==> src/rtl/wcd_pkg.sv <==
package wcd_pkg;
  localparam int unsigned INSTR_W  = 16;
  localparam int unsigned COND_W   = 6;
  localparam int unsigned OFF_W    = 5;
  localparam int unsigned ROW_W    = 3;
  localparam int unsigned NUM_ROWS = 5;
  localparam int unsigned ROUTE_W  = 2;
  localparam int unsigned NUM_FLAG = 16;
  localparam int unsigned NUM_TC   = 4;
  localparam int unsigned NUM_SC   = 3;
  localparam int unsigned NUM_CUR  = 6;
  localparam int unsigned NUM_COND = 64;
  // Wait-entry relative word layout
  localparam int unsigned WE_OP_HI   = 15;
  localparam int unsigned WE_OP_LO   = 14;
  localparam int unsigned WE_OFF_HI  = 13;
  localparam int unsigned WE_OFF_LO  = 9;
  localparam int unsigned WE_ROW_HI  = 8;
  localparam int unsigned WE_ROW_LO  = 6;
  localparam int unsigned WE_COND_HI = 5;
  localparam int unsigned WE_COND_LO = 0;
  localparam logic [1:0]  WE_OPCODE  = 2'h3;
  localparam logic [2:0]  LAST_ROW   = 3'h4;
  // Current route word layout
  localparam int unsigned CR_OP_HI   = 15;
  localparam int unsigned CR_OP_LO   = 2;
  localparam int unsigned CR_SEL_HI  = 1;
  localparam logic [13:0] CR_OPCODE  = 14'h0D5E;
  // Condition code bases
  localparam logic [5:0] COND_FLAG_LOW   = 6'h00;
  localparam logic [5:0] COND_FLAG_HIGH  = 6'h10;
  localparam logic [5:0] COND_TC         = 6'h20;
  localparam logic [5:0] COND_START_LOW  = 6'h24;
  localparam logic [5:0] COND_START_HIGH = 6'h25;
  localparam logic [5:0] COND_VDS_LOW    = 6'h26;
  localparam logic [5:0] COND_SRC_LOW    = 6'h29;
  localparam logic [5:0] COND_VDS_HIGH   = 6'h2C;
  localparam logic [5:0] COND_ALU_DONE   = 6'h2F;
  localparam logic [5:0] COND_BOOST_HIGH = 6'h30;
  localparam logic [5:0] COND_BOOST_LOW  = 6'h31;
  localparam logic [5:0] COND_CUR_HIGH   = 6'h32;
  localparam logic [5:0] COND_CUR_LOW    = 6'h38;
  localparam logic [5:0] COND_OWN_HIGH   = 6'h3E;
  localparam logic [5:0] COND_OWN_LOW    = 6'h3F;
  // Synchronised pin vector layout
  localparam int unsigned SY_START = 0;
  localparam int unsigned SY_VDS   = 1;
  localparam int unsigned SY_SRC   = 4;
  localparam int unsigned SY_BOOST = 7;
  localparam int unsigned SY_CUR   = 8;
  localparam int unsigned SYNC_W   = 14;
  // APB map
  localparam int unsigned PADDR_W    = 8;
  localparam logic [7:0]  REG_CTRL   = 8'h00;
  localparam logic [7:0]  REG_STATUS = 8'h04;
  localparam logic [7:0]  REG_JUMP   = 8'h08;
  localparam int unsigned CTRL_WAIT  = 8;
  localparam int unsigned STAT_BAD   = 8;
  localparam int unsigned STAT_WAIT  = 9;
endpackage

==> src/rtl/wcd_dec_if.sv <==
`timescale 1ns/1ps
interface wcd_dec_if;
  logic [wcd_pkg::INSTR_W-1:0] word;
  logic                        wait_entry;
  logic [wcd_pkg::OFF_W-1:0]   offset;
  logic [wcd_pkg::ROW_W-1:0]   row;
  logic                        row_ok;
  logic [wcd_pkg::COND_W-1:0]  cond;
  logic                        cur_route;
  logic [wcd_pkg::ROUTE_W-1:0] route;
  modport dec  (input word, output wait_entry, offset, row, row_ok, cond, cur_route, route);
  modport core (output word, input wait_entry, offset, row, row_ok, cond, cur_route, route);
endinterface

==> src/rtl/wcd_decode.sv <==
`timescale 1ns/1ps
module wcd_decode (
  wcd_dec_if.dec d // Instruction word in, fields out
);
  always_comb begin
    d.wait_entry = d.word[wcd_pkg::WE_OP_HI:wcd_pkg::WE_OP_LO] == wcd_pkg::WE_OPCODE;
    d.offset     = d.word[wcd_pkg::WE_OFF_HI:wcd_pkg::WE_OFF_LO];
    d.row        = d.word[wcd_pkg::WE_ROW_HI:wcd_pkg::WE_ROW_LO];
    d.row_ok     = d.row <= wcd_pkg::LAST_ROW;
    d.cond       = d.word[wcd_pkg::WE_COND_HI:wcd_pkg::WE_COND_LO];
    d.cur_route  = d.word[wcd_pkg::CR_OP_HI:wcd_pkg::CR_OP_LO] == wcd_pkg::CR_OPCODE;
    d.route      = d.word[wcd_pkg::CR_SEL_HI:0];
  end
endmodule // wcd_decode

==> src/rtl/wcd_cond_eval.sv <==
`timescale 1ns/1ps
module wcd_cond_eval (
  input  wire logic [wcd_pkg::COND_W-1:0]   code,   // Condition code of row
  input  wire logic [wcd_pkg::NUM_FLAG-1:0] flags,  // Internal flags
  input  wire logic [wcd_pkg::NUM_TC-1:0]   tc,     // Terminal counts
  input  wire logic                         start,  // Start input
  input  wire logic [wcd_pkg::NUM_SC-1:0]   vds,    // Drain-source feedback
  input  wire logic [wcd_pkg::NUM_SC-1:0]   src,    // Source feedback
  input  wire logic                         alu,    // Arithmetic op done
  input  wire logic                         boost,  // Boost voltage high
  input  wire logic [wcd_pkg::NUM_CUR-1:0]  cur,    // Current comparators
  input  wire logic [wcd_pkg::ROUTE_W-1:0]  route,  // Own current route
  output logic                              hit     // Condition true
);
  logic [wcd_pkg::NUM_COND-1:0] vec;
  always_comb begin
    vec = '0;
    vec[wcd_pkg::COND_FLAG_LOW +: wcd_pkg::NUM_FLAG] = ~flags;
    vec[wcd_pkg::COND_FLAG_HIGH +: wcd_pkg::NUM_FLAG] = flags;
    vec[wcd_pkg::COND_TC +: wcd_pkg::NUM_TC] = tc;
    vec[wcd_pkg::COND_START_LOW] = ~start;
    vec[wcd_pkg::COND_START_HIGH] = start;
    vec[wcd_pkg::COND_VDS_LOW +: wcd_pkg::NUM_SC] = ~vds;
    vec[wcd_pkg::COND_SRC_LOW +: wcd_pkg::NUM_SC] = ~src;
    vec[wcd_pkg::COND_VDS_HIGH +: wcd_pkg::NUM_SC] = vds;
    vec[wcd_pkg::COND_ALU_DONE] = alu;
    vec[wcd_pkg::COND_BOOST_HIGH] = boost;
    vec[wcd_pkg::COND_BOOST_LOW] = ~boost;
    vec[wcd_pkg::COND_CUR_HIGH +: wcd_pkg::NUM_CUR] = cur;
    vec[wcd_pkg::COND_CUR_LOW +: wcd_pkg::NUM_CUR] = ~cur;
    vec[wcd_pkg::COND_OWN_HIGH] = cur[route];
    vec[wcd_pkg::COND_OWN_LOW] = ~cur[route];
    hit = vec[code];
  end
endmodule // wcd_cond_eval

==> src/rtl/wcd_top.sv <==
// Overview of operation
// - Offset is 5-bit signed, -16 to 15
// - Codes 0-31 test flags low, high
// - Terminal counts, start, shortcut feedback lows
// - Codes 44-46 test drain-source feedback high
// - Code 47 true when arithmetic op done
// - Boost high/low, current feedbacks high
// - Codes 56-61 test current feedbacks low
// - Codes 62-63 test routed own current
// - Row codes 0-4 select rows 1-5
// - Route instruction reroutes own current input
// - Selector picks measure block one..four low
// - Reset route depends on core and channel
// - Jump to entry address plus offset
// - Five rows, all evaluated together
`timescale 1ns/1ps
module wcd_top #(
  parameter int unsigned ADDR_W     = 10,  // Code address width
  parameter bit          CORE_ID    = 1'b0, // Core within channel
  parameter bit          CHANNEL_ID = 1'b0  // 0 for channel 1
) (
  input  wire logic                                pclk,        // Clock
  input  wire logic                                presetn,     // Async reset, low
  input  wire logic [wcd_pkg::PADDR_W-1:0]         paddr,       // APB address
  input  wire logic                                psel,        // APB select
  input  wire logic                                penable,     // APB enable
  input  wire logic                                pwrite,      // APB direction
  input  wire logic [31:0]                         pwdata,      // APB write data
  output logic      [31:0]                         prdata,      // APB read data
  output logic                                     pready,      // APB ready
  output logic                                     pslverr,     // APB error
  input  wire logic                                instr_valid, // Instruction executes
  input  wire logic [wcd_pkg::INSTR_W-1:0]         instr_word,  // Code RAM word
  input  wire logic [ADDR_W-1:0]                   instr_addr,  // Code RAM address
  input  wire logic [wcd_pkg::NUM_FLAG-1:0]        flag_in,     // Core flags
  input  wire logic [wcd_pkg::NUM_TC-1:0]          tc_in,       // Terminal counts
  input  wire logic                                alu_done_in, // Arithmetic op done
  input  wire logic                                start_in,    // Start pin
  input  wire logic [wcd_pkg::NUM_SC-1:0]          vds_fb_in,   // Drain-source pins
  input  wire logic [wcd_pkg::NUM_SC-1:0]          src_fb_in,   // Source pins
  input  wire logic                                boost_in,    // Boost comparator
  input  wire logic [wcd_pkg::NUM_CUR-1:0]         cur_fb_in,   // Current comparators
  output logic      [wcd_pkg::ROUTE_W-1:0]         route_sel,   // Current route select
  output logic                                     wait_active, // Waiting on table
  output logic                                     jump_valid,  // Jump taken pulse
  output logic      [ADDR_W-1:0]                   jump_addr    // Jump destination
);
  localparam logic [wcd_pkg::ROUTE_W-1:0] DEF_ROUTE = {CHANNEL_ID, CORE_ID};

  // Jump adder needs room beyond the offset
  if (ADDR_W <= wcd_pkg::OFF_W || ADDR_W > 31) begin : g_addr_w_check
    $error("ADDR_W out of range");
  end

  typedef struct packed {
    logic [wcd_pkg::NUM_ROWS-1:0][wcd_pkg::COND_W-1:0] cond;
    logic [wcd_pkg::NUM_ROWS-1:0][wcd_pkg::OFF_W-1:0]  off;
    logic [wcd_pkg::NUM_ROWS-1:0][ADDR_W-1:0]          base;
    logic [wcd_pkg::NUM_ROWS-1:0]                      set;
    logic [wcd_pkg::NUM_ROWS-1:0]                      row_en;
    logic                                              wait_act;
    logic                                              bad_row;
    logic [wcd_pkg::ROUTE_W-1:0]                       route;
    logic                                              jump_valid;
    logic [ADDR_W-1:0]                                 jump_addr;
    logic                                              pready;
    logic                                              pslverr;
    logic [31:0]                                       prdata;
    logic [wcd_pkg::SYNC_W-1:0]                        sync1;
    logic [wcd_pkg::SYNC_W-1:0]                        sync2;
    logic                                              init;
  } wcd_state_t;

  wcd_state_t s_q;
  wcd_state_t s_d;
  wcd_dec_if  dec ();

  logic [wcd_pkg::NUM_ROWS-1:0]             hit;
  logic [wcd_pkg::NUM_ROWS-1:0]             fire;
  logic [wcd_pkg::NUM_ROWS-1:0][ADDR_W-1:0] tgt;

  assign dec.word = instr_word;

  wcd_decode u_decode (
    .d (dec.dec)
  );

  genvar g;
  generate
    for (g = 0; g < wcd_pkg::NUM_ROWS; g++) begin : g_row
      wcd_cond_eval u_eval (
        .code  (s_q.cond[g]),
        .flags (flag_in),
        .tc    (tc_in),
        .start (s_q.sync2[wcd_pkg::SY_START]),
        .vds   (s_q.sync2[wcd_pkg::SY_VDS +: wcd_pkg::NUM_SC]),
        .src   (s_q.sync2[wcd_pkg::SY_SRC +: wcd_pkg::NUM_SC]),
        .alu   (alu_done_in),
        .boost (s_q.sync2[wcd_pkg::SY_BOOST]),
        .cur   (s_q.sync2[wcd_pkg::SY_CUR +: wcd_pkg::NUM_CUR]),
        .route (s_q.route),
        .hit   (hit[g])
      );
      assign fire[g] = s_q.set[g] & s_q.row_en[g] & hit[g];
      // Entry address plus sign-extended offset
      assign tgt[g] = s_q.base[g]
                    + {{(ADDR_W - wcd_pkg::OFF_W){s_q.off[g][wcd_pkg::OFF_W-1]}}, s_q.off[g]};
    end
  endgenerate

  always_comb begin
    s_d            = s_q;
    s_d.sync1      = {cur_fb_in, boost_in, src_fb_in, vds_fb_in, start_in};
    s_d.sync2      = s_q.sync1;
    s_d.init       = 1'b0;
    s_d.jump_valid = 1'b0;
    s_d.pready     = 1'b0;
    s_d.pslverr    = 1'b0;
    // Read data captured one cycle into the access phase
    if (psel && penable && !s_q.pready) begin
      s_d.pready = 1'b1;
      s_d.prdata = 32'h0;
      case (paddr)
        wcd_pkg::REG_CTRL: begin
          if (!pwrite) begin
            s_d.prdata[wcd_pkg::NUM_ROWS-1:0] = s_q.row_en;
            s_d.prdata[wcd_pkg::CTRL_WAIT]    = s_q.wait_act;
          end
        end
        wcd_pkg::REG_STATUS: begin
          if (!pwrite) begin
            s_d.prdata[wcd_pkg::ROUTE_W-1:0] = s_q.route;
            s_d.prdata[wcd_pkg::STAT_BAD]    = s_q.bad_row;
            s_d.prdata[wcd_pkg::STAT_WAIT]   = s_q.wait_act;
          end
        end
        wcd_pkg::REG_JUMP: begin
          if (!pwrite) begin
            s_d.prdata[ADDR_W-1:0] = s_q.jump_addr;
          end
        end
        default: begin
          s_d.pslverr = 1'b1;
        end
      endcase
    end
    // Lowest row wins when several hold at once
    if (s_q.wait_act && |fire) begin
      s_d.jump_valid = 1'b1;
      s_d.wait_act   = 1'b0;
      for (int i = wcd_pkg::NUM_ROWS - 1; i >= 0; i--) begin
        if (fire[i]) begin
          s_d.jump_addr = tgt[i];
        end
      end
    end
    // Writes take effect at the completing edge
    if (psel && penable && s_q.pready && pwrite) begin
      case (paddr)
        wcd_pkg::REG_CTRL: begin
          s_d.row_en   = pwdata[wcd_pkg::NUM_ROWS-1:0];
          s_d.wait_act = pwdata[wcd_pkg::CTRL_WAIT];
        end
        wcd_pkg::REG_STATUS: begin
          if (pwdata[wcd_pkg::STAT_BAD]) begin
            s_d.bad_row = 1'b0;
          end
        end
        default: begin
        end
      endcase
    end
    // Decode after the clear so a new event wins
    if (instr_valid && dec.wait_entry) begin
      if (dec.row_ok) begin
        s_d.cond[dec.row] = dec.cond;
        s_d.off[dec.row]  = dec.offset;
        s_d.base[dec.row] = instr_addr;
        s_d.set[dec.row]  = 1'b1;
      end else begin
        s_d.bad_row = 1'b1;
      end
    end
    if (instr_valid && dec.cur_route) begin
      s_d.route = dec.route;
    end
  end

  always_ff @(posedge pclk or negedge presetn) begin
    if (!presetn) begin
      s_q       <= '0;
      s_q.route <= DEF_ROUTE;
      s_q.init  <= 1'b1;
    end else begin
      s_q <= s_d;
    end
  end

  assign prdata      = s_q.prdata;
  assign pready      = s_q.pready;
  assign pslverr     = s_q.pslverr;
  assign route_sel   = s_q.route;
  assign wait_active = s_q.wait_act;
  assign jump_valid  = s_q.jump_valid;
  assign jump_addr   = s_q.jump_addr;
endmodule // wcd_top

==> config.mk <==
export PLATFORM = sky130hd
export DESIGN_NAME = wcd_top
export DESIGN_NICKNAME = d
export VERILOG_FILES = /design/src/rtl/wcd_pkg.sv /design/src/rtl/wcd_dec_if.sv /design/src/rtl/wcd_decode.sv /design/src/rtl/wcd_cond_eval.sv /design/src/rtl/wcd_top.sv
export SDC_FILE = /design/constraint.sdc
export NUM_CORES = 1
export LEC_CHECK = 0
export BUFFER_PORTS_ARGS = -buffer_cell sky130_fd_sc_hd__buf_2
export CELL_PAD_IN_SITES_DETAIL_PLACEMENT = 1
export CELL_PAD_IN_SITES_GLOBAL_PLACEMENT = 1
export CORE_ASPECT_RATIO = 0.7
export CORE_MARGIN = 2
export CORE_UTILIZATION = 47
export DETAILED_ROUTE_END_ITERATION = 8
export GPL_ROUTABILITY_DRIVEN = 0
export PLACE_DENSITY_LB_ADDON = 0.1
export SLEW_MARGIN = 20
export SYNTH_ARGS = -nofsm -noshare
export SYNTH_HDL_FRONTEND = slang
export SYNTH_HIERARCHICAL = 1
export SYNTH_SLANG_ARGS = --single-unit
export TNS_END_PERCENT = 20
==> constraint.sdc <==
create_clock -name pclk -period 3.3 [get_ports pclk]
set_clock_uncertainty 0.2 [all_clocks]
set_input_delay 0.66 -clock pclk [delete_from_list [all_inputs] [get_ports pclk]]
set_output_delay 0.66 -clock pclk [all_outputs]
set_load 0.1 [all_outputs]
Word-level counts from Yosys, hierarchy flattened
Cells that the tools add are included.
{"block": "word_totals", "reg_bits": 170, "latch_bits": 0, "ram_bits": 0, "romBits": 0, "input_bits": 107, "out_inout_bits": 48, "word_cells": 127, "memories": 0}
{"block": "classes", "n_addsub": 5, "n_mul": 0, "div": 0, "order_cmp": 9, "n_eq_ne": 4, "shift": 0, "n_mux": 48, "bitwise_logic": 18, "reduce_logical": 16}
{"operator": "10-bit 2-to-1 mux", "n": 7}
{"operator": "10-bit adder", "n": 5}
{"operator": "50-bit bitwise mux", "n": 1}
{"operator": "6-bit by 7-bit < comparator with 1-bit output, second input constant", "n": 5}
{"operator": "34-bit 2-to-1 mux", "n": 1}
{"operator": "1-bit binary-select mux with 6-bit select", "n": 5}
{"operator": "30-bit bitwise mux", "n": 1}
{"operator": "10-bit demux with 3-bit select", "n": 1}
{"operator": "25-bit bitwise mux", "n": 1}
{"operator": "6-bit demux with 3-bit select", "n": 1}
{"operator": "16-bit inverter", "n": 1}
{"operator": "5-bit demux with 3-bit select", "n": 1}
{"operator": "1-bit 2-to-1 mux", "n": 15}
{"operator": "14-bit by 12-bit equality test with 1-bit output, second input constant", "n": 1}
{"operator": "11-bit 2-to-1 mux", "n": 1}
{"operator": "1-bit AND", "n": 10}
{"operator": "5-bit 2-to-1 mux", "n": 2}
{"operator": "8-bit by 3-bit equality test with 1-bit output, second input constant", "n": 1}
{"operator": "8-bit by 4-bit equality test with 1-bit output, second input constant", "n": 1}
{"operator": "1-bit logical AND", "n": 8}
{"operator": "8-bit logical NOT", "n": 1}
{"operator": "2-bit 2-to-1 mux", "n": 3}
{"operator": "6-bit 2-to-1 mux", "n": 1}
{"operator": "3-bit inverter", "n": 2}
{"operator": "other kinds (20)", "n": 24}

Longest topological paths before layout
{"block": "logic_depth", "word_depth": 13, "mapped_depth": 15, "depth_no_buf": 12}

Cells and area by module
Netlist, hierarchy kept.
{"module": "wcd_top", "instances": 1, "cells_per_inst": 722, "area_per_inst_um2": 8655.8, "seq_area_each_um2": 4254.1}
{"module": "wcd_cond_eval", "instances": 5, "cells_per_inst": 54, "area_per_inst_um2": 523.0, "seq_area_each_um2": 0.0}
{"module": "wcd_decode", "instances": 1, "cells_per_inst": 23, "area_per_inst_um2": 178.9, "seq_area_each_um2": 0.0}

Least setup slack after synthesis
OpenSTA, ideal clock, no wires.
{"block": "synth_path", "path_type": "flip-flop to flip-flop", "from": "register route_sel[1] (netlist name)", "to": "register s_q (netlist bit jump_addr[7])", "arrival_ns": 2.625, "slack_ns": 0.346, "stages_incl_launch_ff": 12, "path_cell_list": "dfrtp_1 -> mux2i_1 -> a311o_1 -> a221oi_2 -> o2111ai_1 -> nand3_1 -> nand3_1 -> nand3_1 -> o21ai_0 -> clkbuf_1 -> a2bb2oi_1 -> nand3_1"}
{"block": "synth_between", "elab_chain_cells": 10, "word_cells_on_any_way": 26, "classes_between": "mux: 16; bitwise: 6; reduce/logical: 4"}
{"item": "1-bit binary-select mux with 2-bit select *", "line": "wcd_cond_eval.sv:31, wcd_cond_eval.sv:32"}
{"item": "1-bit 2-to-1 mux (not written as such) *", "line": "wcd_cond_eval.sv:31, wcd_cond_eval.sv:32"}
{"item": "1-bit inverter", "line": "wcd_cond_eval.sv:32", "rtl": "vec[wcd_pkg::COND_OWN_LOW] = ~cur[route];"}
{"item": "1-bit binary-select mux with 6-bit select *", "line": "wcd_cond_eval.sv:33", "rtl": "hit = vec[code];"}
{"item": "1-bit 2-to-1 mux (not written as such) *", "line": "wcd_cond_eval.sv:33"}
{"item": "named net hit (one bit)", "line": "wcd_top.sv:78", "rtl": "logic [wcd_pkg::NUM_ROWS-1:0] hit;"}
{"item": "1-bit AND *", "line": "wcd_top.sv:104", "rtl": "assign fire[g] = s_q.set[g] & s_q.row_en[g] & hit[g];"}
{"item": "10-bit 2-to-1 mux (4 in series)", "line": "wcd_top.sv:152", "rtl": "if (fire[i]) begin"}
{"item": "to (decl)", "line": "wcd_top.sv:74", "rtl": "wcd_state_t s_q;"}
The timed path passes the listed nets; every way through them passes the cells marked *. The select of a mux whose other input is x is not followed.
A chain may end at the register's enable or synchronous reset.

Worst setup path in the final report
{"block": "layout_path", "from": "register s_q[176] (netlist name)", "to": "register s_q (netlist bit jump_addr[9])"}
{"block": "layout_between", "elab_chain_cells": 6, "word_cells_on_any_way": 10, "classes_between": "mux: 5; bitwise: 1; reduce/logical: 4"}
{"item": "1-bit binary-select mux with 6-bit select *", "line": "wcd_cond_eval.sv:33"}
{"item": "1-bit 2-to-1 mux (not written as such) *", "line": "wcd_cond_eval.sv:33"}
{"item": "named net hit (one bit)", "line": "wcd_top.sv:78"}
{"item": "1-bit AND *", "line": "wcd_top.sv:104"}
{"item": "5-bit OR reduction or 10-bit 2-to-1 mux (tied branches)", "line": "wcd_top.sv:148, wcd_top.sv:152"}
{"item": "1-bit logical AND or 10-bit 2-to-1 mux (tied branches)", "line": "wcd_top.sv:148, wcd_top.sv:152"}
{"item": "2-bit AND reduction (no line) or 10-bit 2-to-1 mux (tied branches)"}
Marks and branches as above.

==> impl_metrics.env <==
export IMPL_outcome="completed"
export IMPL_vdd_ir_drop_max_mv=0.432
export IMPL_rows=47
export IMPL_cts_sinks=170
export IMPL_io_pins=155
export IMPL_ys_flop_type="dfrtp_1"
export IMPL_cts_buffer_depth=2
export IMPL_nets=1306
export IMPL_path_class="reg2reg"
export IMPL_whs_path_depth=1
export IMPL_place_inst=1445
export IMPL_vias=8993
export IMPL_yosys_warnings=6
export IMPL_drc_errors=0
export IMPL_period_share_pct=98.5
export IMPL_synth_top_area_share_pct=37.2
export IMPL_cp_required_ns=3.42
export IMPL_dp_hpwl_um=25700
export IMPL_holdCritPathClass="in2reg"
export IMPL_hold_start="cur_fb_in[1]"
export IMPL_antenna_found_initial=1
export IMPL_routed_via_density=6.07
export IMPL_synthToLayoutAreaGrowth_pct=14.2
export IMPL_synth_edf_count=0
export IMPL_layout_setup_ws_ns=0.0494
export IMPL_ys_ff_latch=170
export IMPL_hold_viol=0
export IMPL_async_flop_share_pct=100
export IMPL_p_per_area_nw_per_um2=527
export IMPL_grt_usage_pct=27.1
export IMPL_critPathTopFamily="multiplexers"
export IMPL_rsz0062_at_grt="true"
export IMPL_cpMaxStageDelayCell="mux4_2"
export IMPL_synth_top_area_cell="dfrtp_1"
export IMPL_reg2regPathDepth=14
export IMPL_hold_end="s_d[10]$_DFF_PN0_"
export IMPL_path_clk_slew_ns=0.07
export IMPL_drt_initial_drc_count=688
export IMPL_cpPeakStageDelay_ns=0.49
export IMPL_synth_cell_types=72
export IMPL_path_buf_inv=3
export IMPL_post_route_util_pct=55.0
export IMPL_power_leakage_uw=0.00614
export IMPL_grt_start_max_net_pins=56
export IMPL_stdcell_count=1482
export IMPL_setup_viol=0
export IMPL_tritoncts="done"
export IMPL_fmax_mhz=308
export IMPL_crit_fanout=5
export IMPL_final_layout_size_suffix_gt1_share_pct=34.1
export IMPL_routed_wl_um=33500
export IMPL_worstReg2RegStart="s_q[176]$_DFFE_PN0P_"
export IMPL_tns_ns=0
export IMPL_synth_area_leaders="dfrtp_1 37%, mux2_2 8.9%, mux4_2 6.9%"
export IMPL_drv_cap=0
export IMPL_design_core_area_um2=23800
export IMPL_avgSynthCellArea_um2=11.3
export IMPL_post_drt_wl_per_cell_um=22.6
export IMPL_synthCells=1015
export IMPL_crit_chain="buf_4 -> mux4_2 -> mux2i_1 -> o21a_1 -> a32oi_1 -> nand3_1 -> nand3_1 -> buf_4 -> nor3_1 -> nand3_1 -> o221ai_2 -> o311ai_1 -> buf_4 -> o221a_1"
export IMPL_die_width_um=191
export IMPL_worst_pin_slew_ns=0.579
export IMPL_dieHeight_um=135
export IMPL_h_tree_depth=4
export IMPL_r2r_slack_ns=0.05
export IMPL_drt_pass1_iterations=5
export IMPL_die_area_um2=25600
export IMPL_antenna_left=0
export IMPL_dp_slack_ns=-0.252
export IMPL_start_kind="flip-flop"
export IMPL_maxSlewHeadroom_pct=61.3
export IMPL_clk_root_buffer_cell="clkbuf_16"
export IMPL_cts_buffers=17
export IMPL_cp_arrival_ns=3.37
export IMPL_start_util_pct=48.2
export IMPL_numPortBuffers=106
export IMPL_clk_latency_ns=0.44
export IMPL_syn_cell_area_um2=11400
export IMPL_holdWs_ns=0.117
export IMPL_finalMaxSlewViolations=0
export IMPL_grt_pass1_wl_um=52300
export IMPL_grt_ovfl_total=0
export IMPL_crit_path_end_kind="flip-flop"
export IMPL_period_needed_ns=3.25
export IMPL_ys_seq_area_share_pct=37.2
export IMPL_grt_pass1_vias=8996
export IMPL_r2r_end="jump_addr[9]$_DFFE_PN0P_"
-- sequential cells by signal, summed over array words and instances (netlist names) --
| signal | cells |
|---|---|
| prdata | 10 |
| jump_valid | 1 |
| jump_addr | 10 |
| pready | 1 |
| s_d | 14 |
| route_sel | 2 |
| pslverr | 1 |
| wait_active | 1 |
| s_q | 130 |
-- per-stage QoR --
step	total power [µW]	cell area [µm²]
3_5_place_dp	4760	12400
2_1_floorplan	4160	11500
5_1_grt	7260	13100
4_1_cts	6870	13000
6_report	6890	13100
3_3_place_gp	4690	12400
-- report_power, final --
group          total, µW  leakage, µW  switching [µW]  internal, µW
combinational       2210      0.00365            1190          1020
clock               2080     0.000287             945          1130
sequential          2610      0.00220             283          2320
total               6890      0.00614            2420          4470
-- layout by cell type (no fill, tap or decap), types with 24 or more instances in the layout --
| cell type | instances |
|---|---|
| buf_2 | 105 |
| nor2_1 | 46 |
| nand2_1 | 77 |
| buf_4 | 90 |
| o21ai_0 | 33 |
| dfrtp_1 | 163 |
| mux4_2 | 35 |
| a21oi_1 | 40 |
| xor2_1 | 24 |
| mux2i_1 | 27 |
| mux2_2 | 90 |
| ha_1 | 45 |
-- area by class of cell --
type / count / area [µm²]
Clock buffer: 17 / 425
Fill cell: 2563 / 10700
Antenna cell: 2 / 5.00
Inverter: 22 / 82.6
Timing Repair Buffer: 200 / 1260
Sequential cell: 170 / 4260
Clock inverter: 15 / 166
Multi-Input combinational cell: 738 / 6470
Tap cell: 318 / 398
-- timing repair --
action / in CTS / in global routing
setup endpoints to repair: 5 / 11
hold buffers: 1 / 0
pin swaps: 0 / 3
setup buffers: 0 / 2
gates resized for setup: 3 / 19
hold endpoints to repair: 42 / 0
-- cell usage after synthesis, drive strengths merged (9+ instances only) --
library cell	n
a211oi	18
a21o	11
a21oi	42
buf	96
clkbuf	10
dfrtp	170
ha	45
inv	22
mux2	112
mux2i	30
mux4	45
nand2	77
nand3	22
nor2	47
nor2b	16
nor3	9
o2111ai	12
o211ai	11
o21a	11
o21ai	40
xnor2	21
xor2	24
-- worst reg2reg max path, stage by stage, from the launching register on --
cell and delay, ns:
dfrtp_2 0.43, buf_4 0.14, mux4_2 0.49, mux2i_1 0.25, o21a_1 0.17, a32oi_1 0.06
nand3_1 0.13, nand3_1 0.13, buf_4 0.18, nor3_1 0.16, nand3_1 0.12, o221ai_2 0.17
o311ai_1 0.12, buf_4 0.17, o221a_1 0.20
-- cells by family after synthesis --
group | share of synthesized area, %
and+or+nand+nor | 9.54
xor gates and xnor gates | 3.44
DFF | 37.2
buffers and inverters | 7.55
AOI/OAI and AO/OA | 13.7
adders and majority gates | 5.79
other | 0.0328
muxes | 22.8
-- metal layers --
layer  share of wire (%)  wire [µm]  vias to the layer above  track usage [%]
li1                    -          -                     4019                -
met1                  50      16900                     4626             42.7
met2                  41      13700                      329             38.3
met3                 8.0       2680                       19             5.90
met4                0.73        244                        0             4.82
met5                   0          0                        -                0
-- how the worst max path moves through the flow --
stage | start | end | slack (ns) | depth (start not counted)
4_1_cts | s_q[176]$_DFFE_PN0P_ | jump_addr[6]$_DFFE_PN0P_ | 0.008 | 14
6_report | s_q[176]$_DFFE_PN0P_ | jump_addr[9]$_DFFE_PN0P_ | 0.05 | 14
3_3_place_gp | flag_in[7] | jump_addr[0]$_DFFE_PN0P_ | -0.23 | 14
3_5_place_dp | flag_in[7] | jump_addr[0]$_DFFE_PN0P_ | -0.25 | 14
5_1_grt | route_sel[1]$_DFFE_PN0P_ | jump_addr[8]$_DFFE_PN0P_ | -0.03 | 10
2_1_floorplan | route_sel[1]$_DFFE_PN0P_ | jump_addr[7]$_DFFE_PN0P_ | 0.35 | 11
Power figures use the tool's default switching activity.
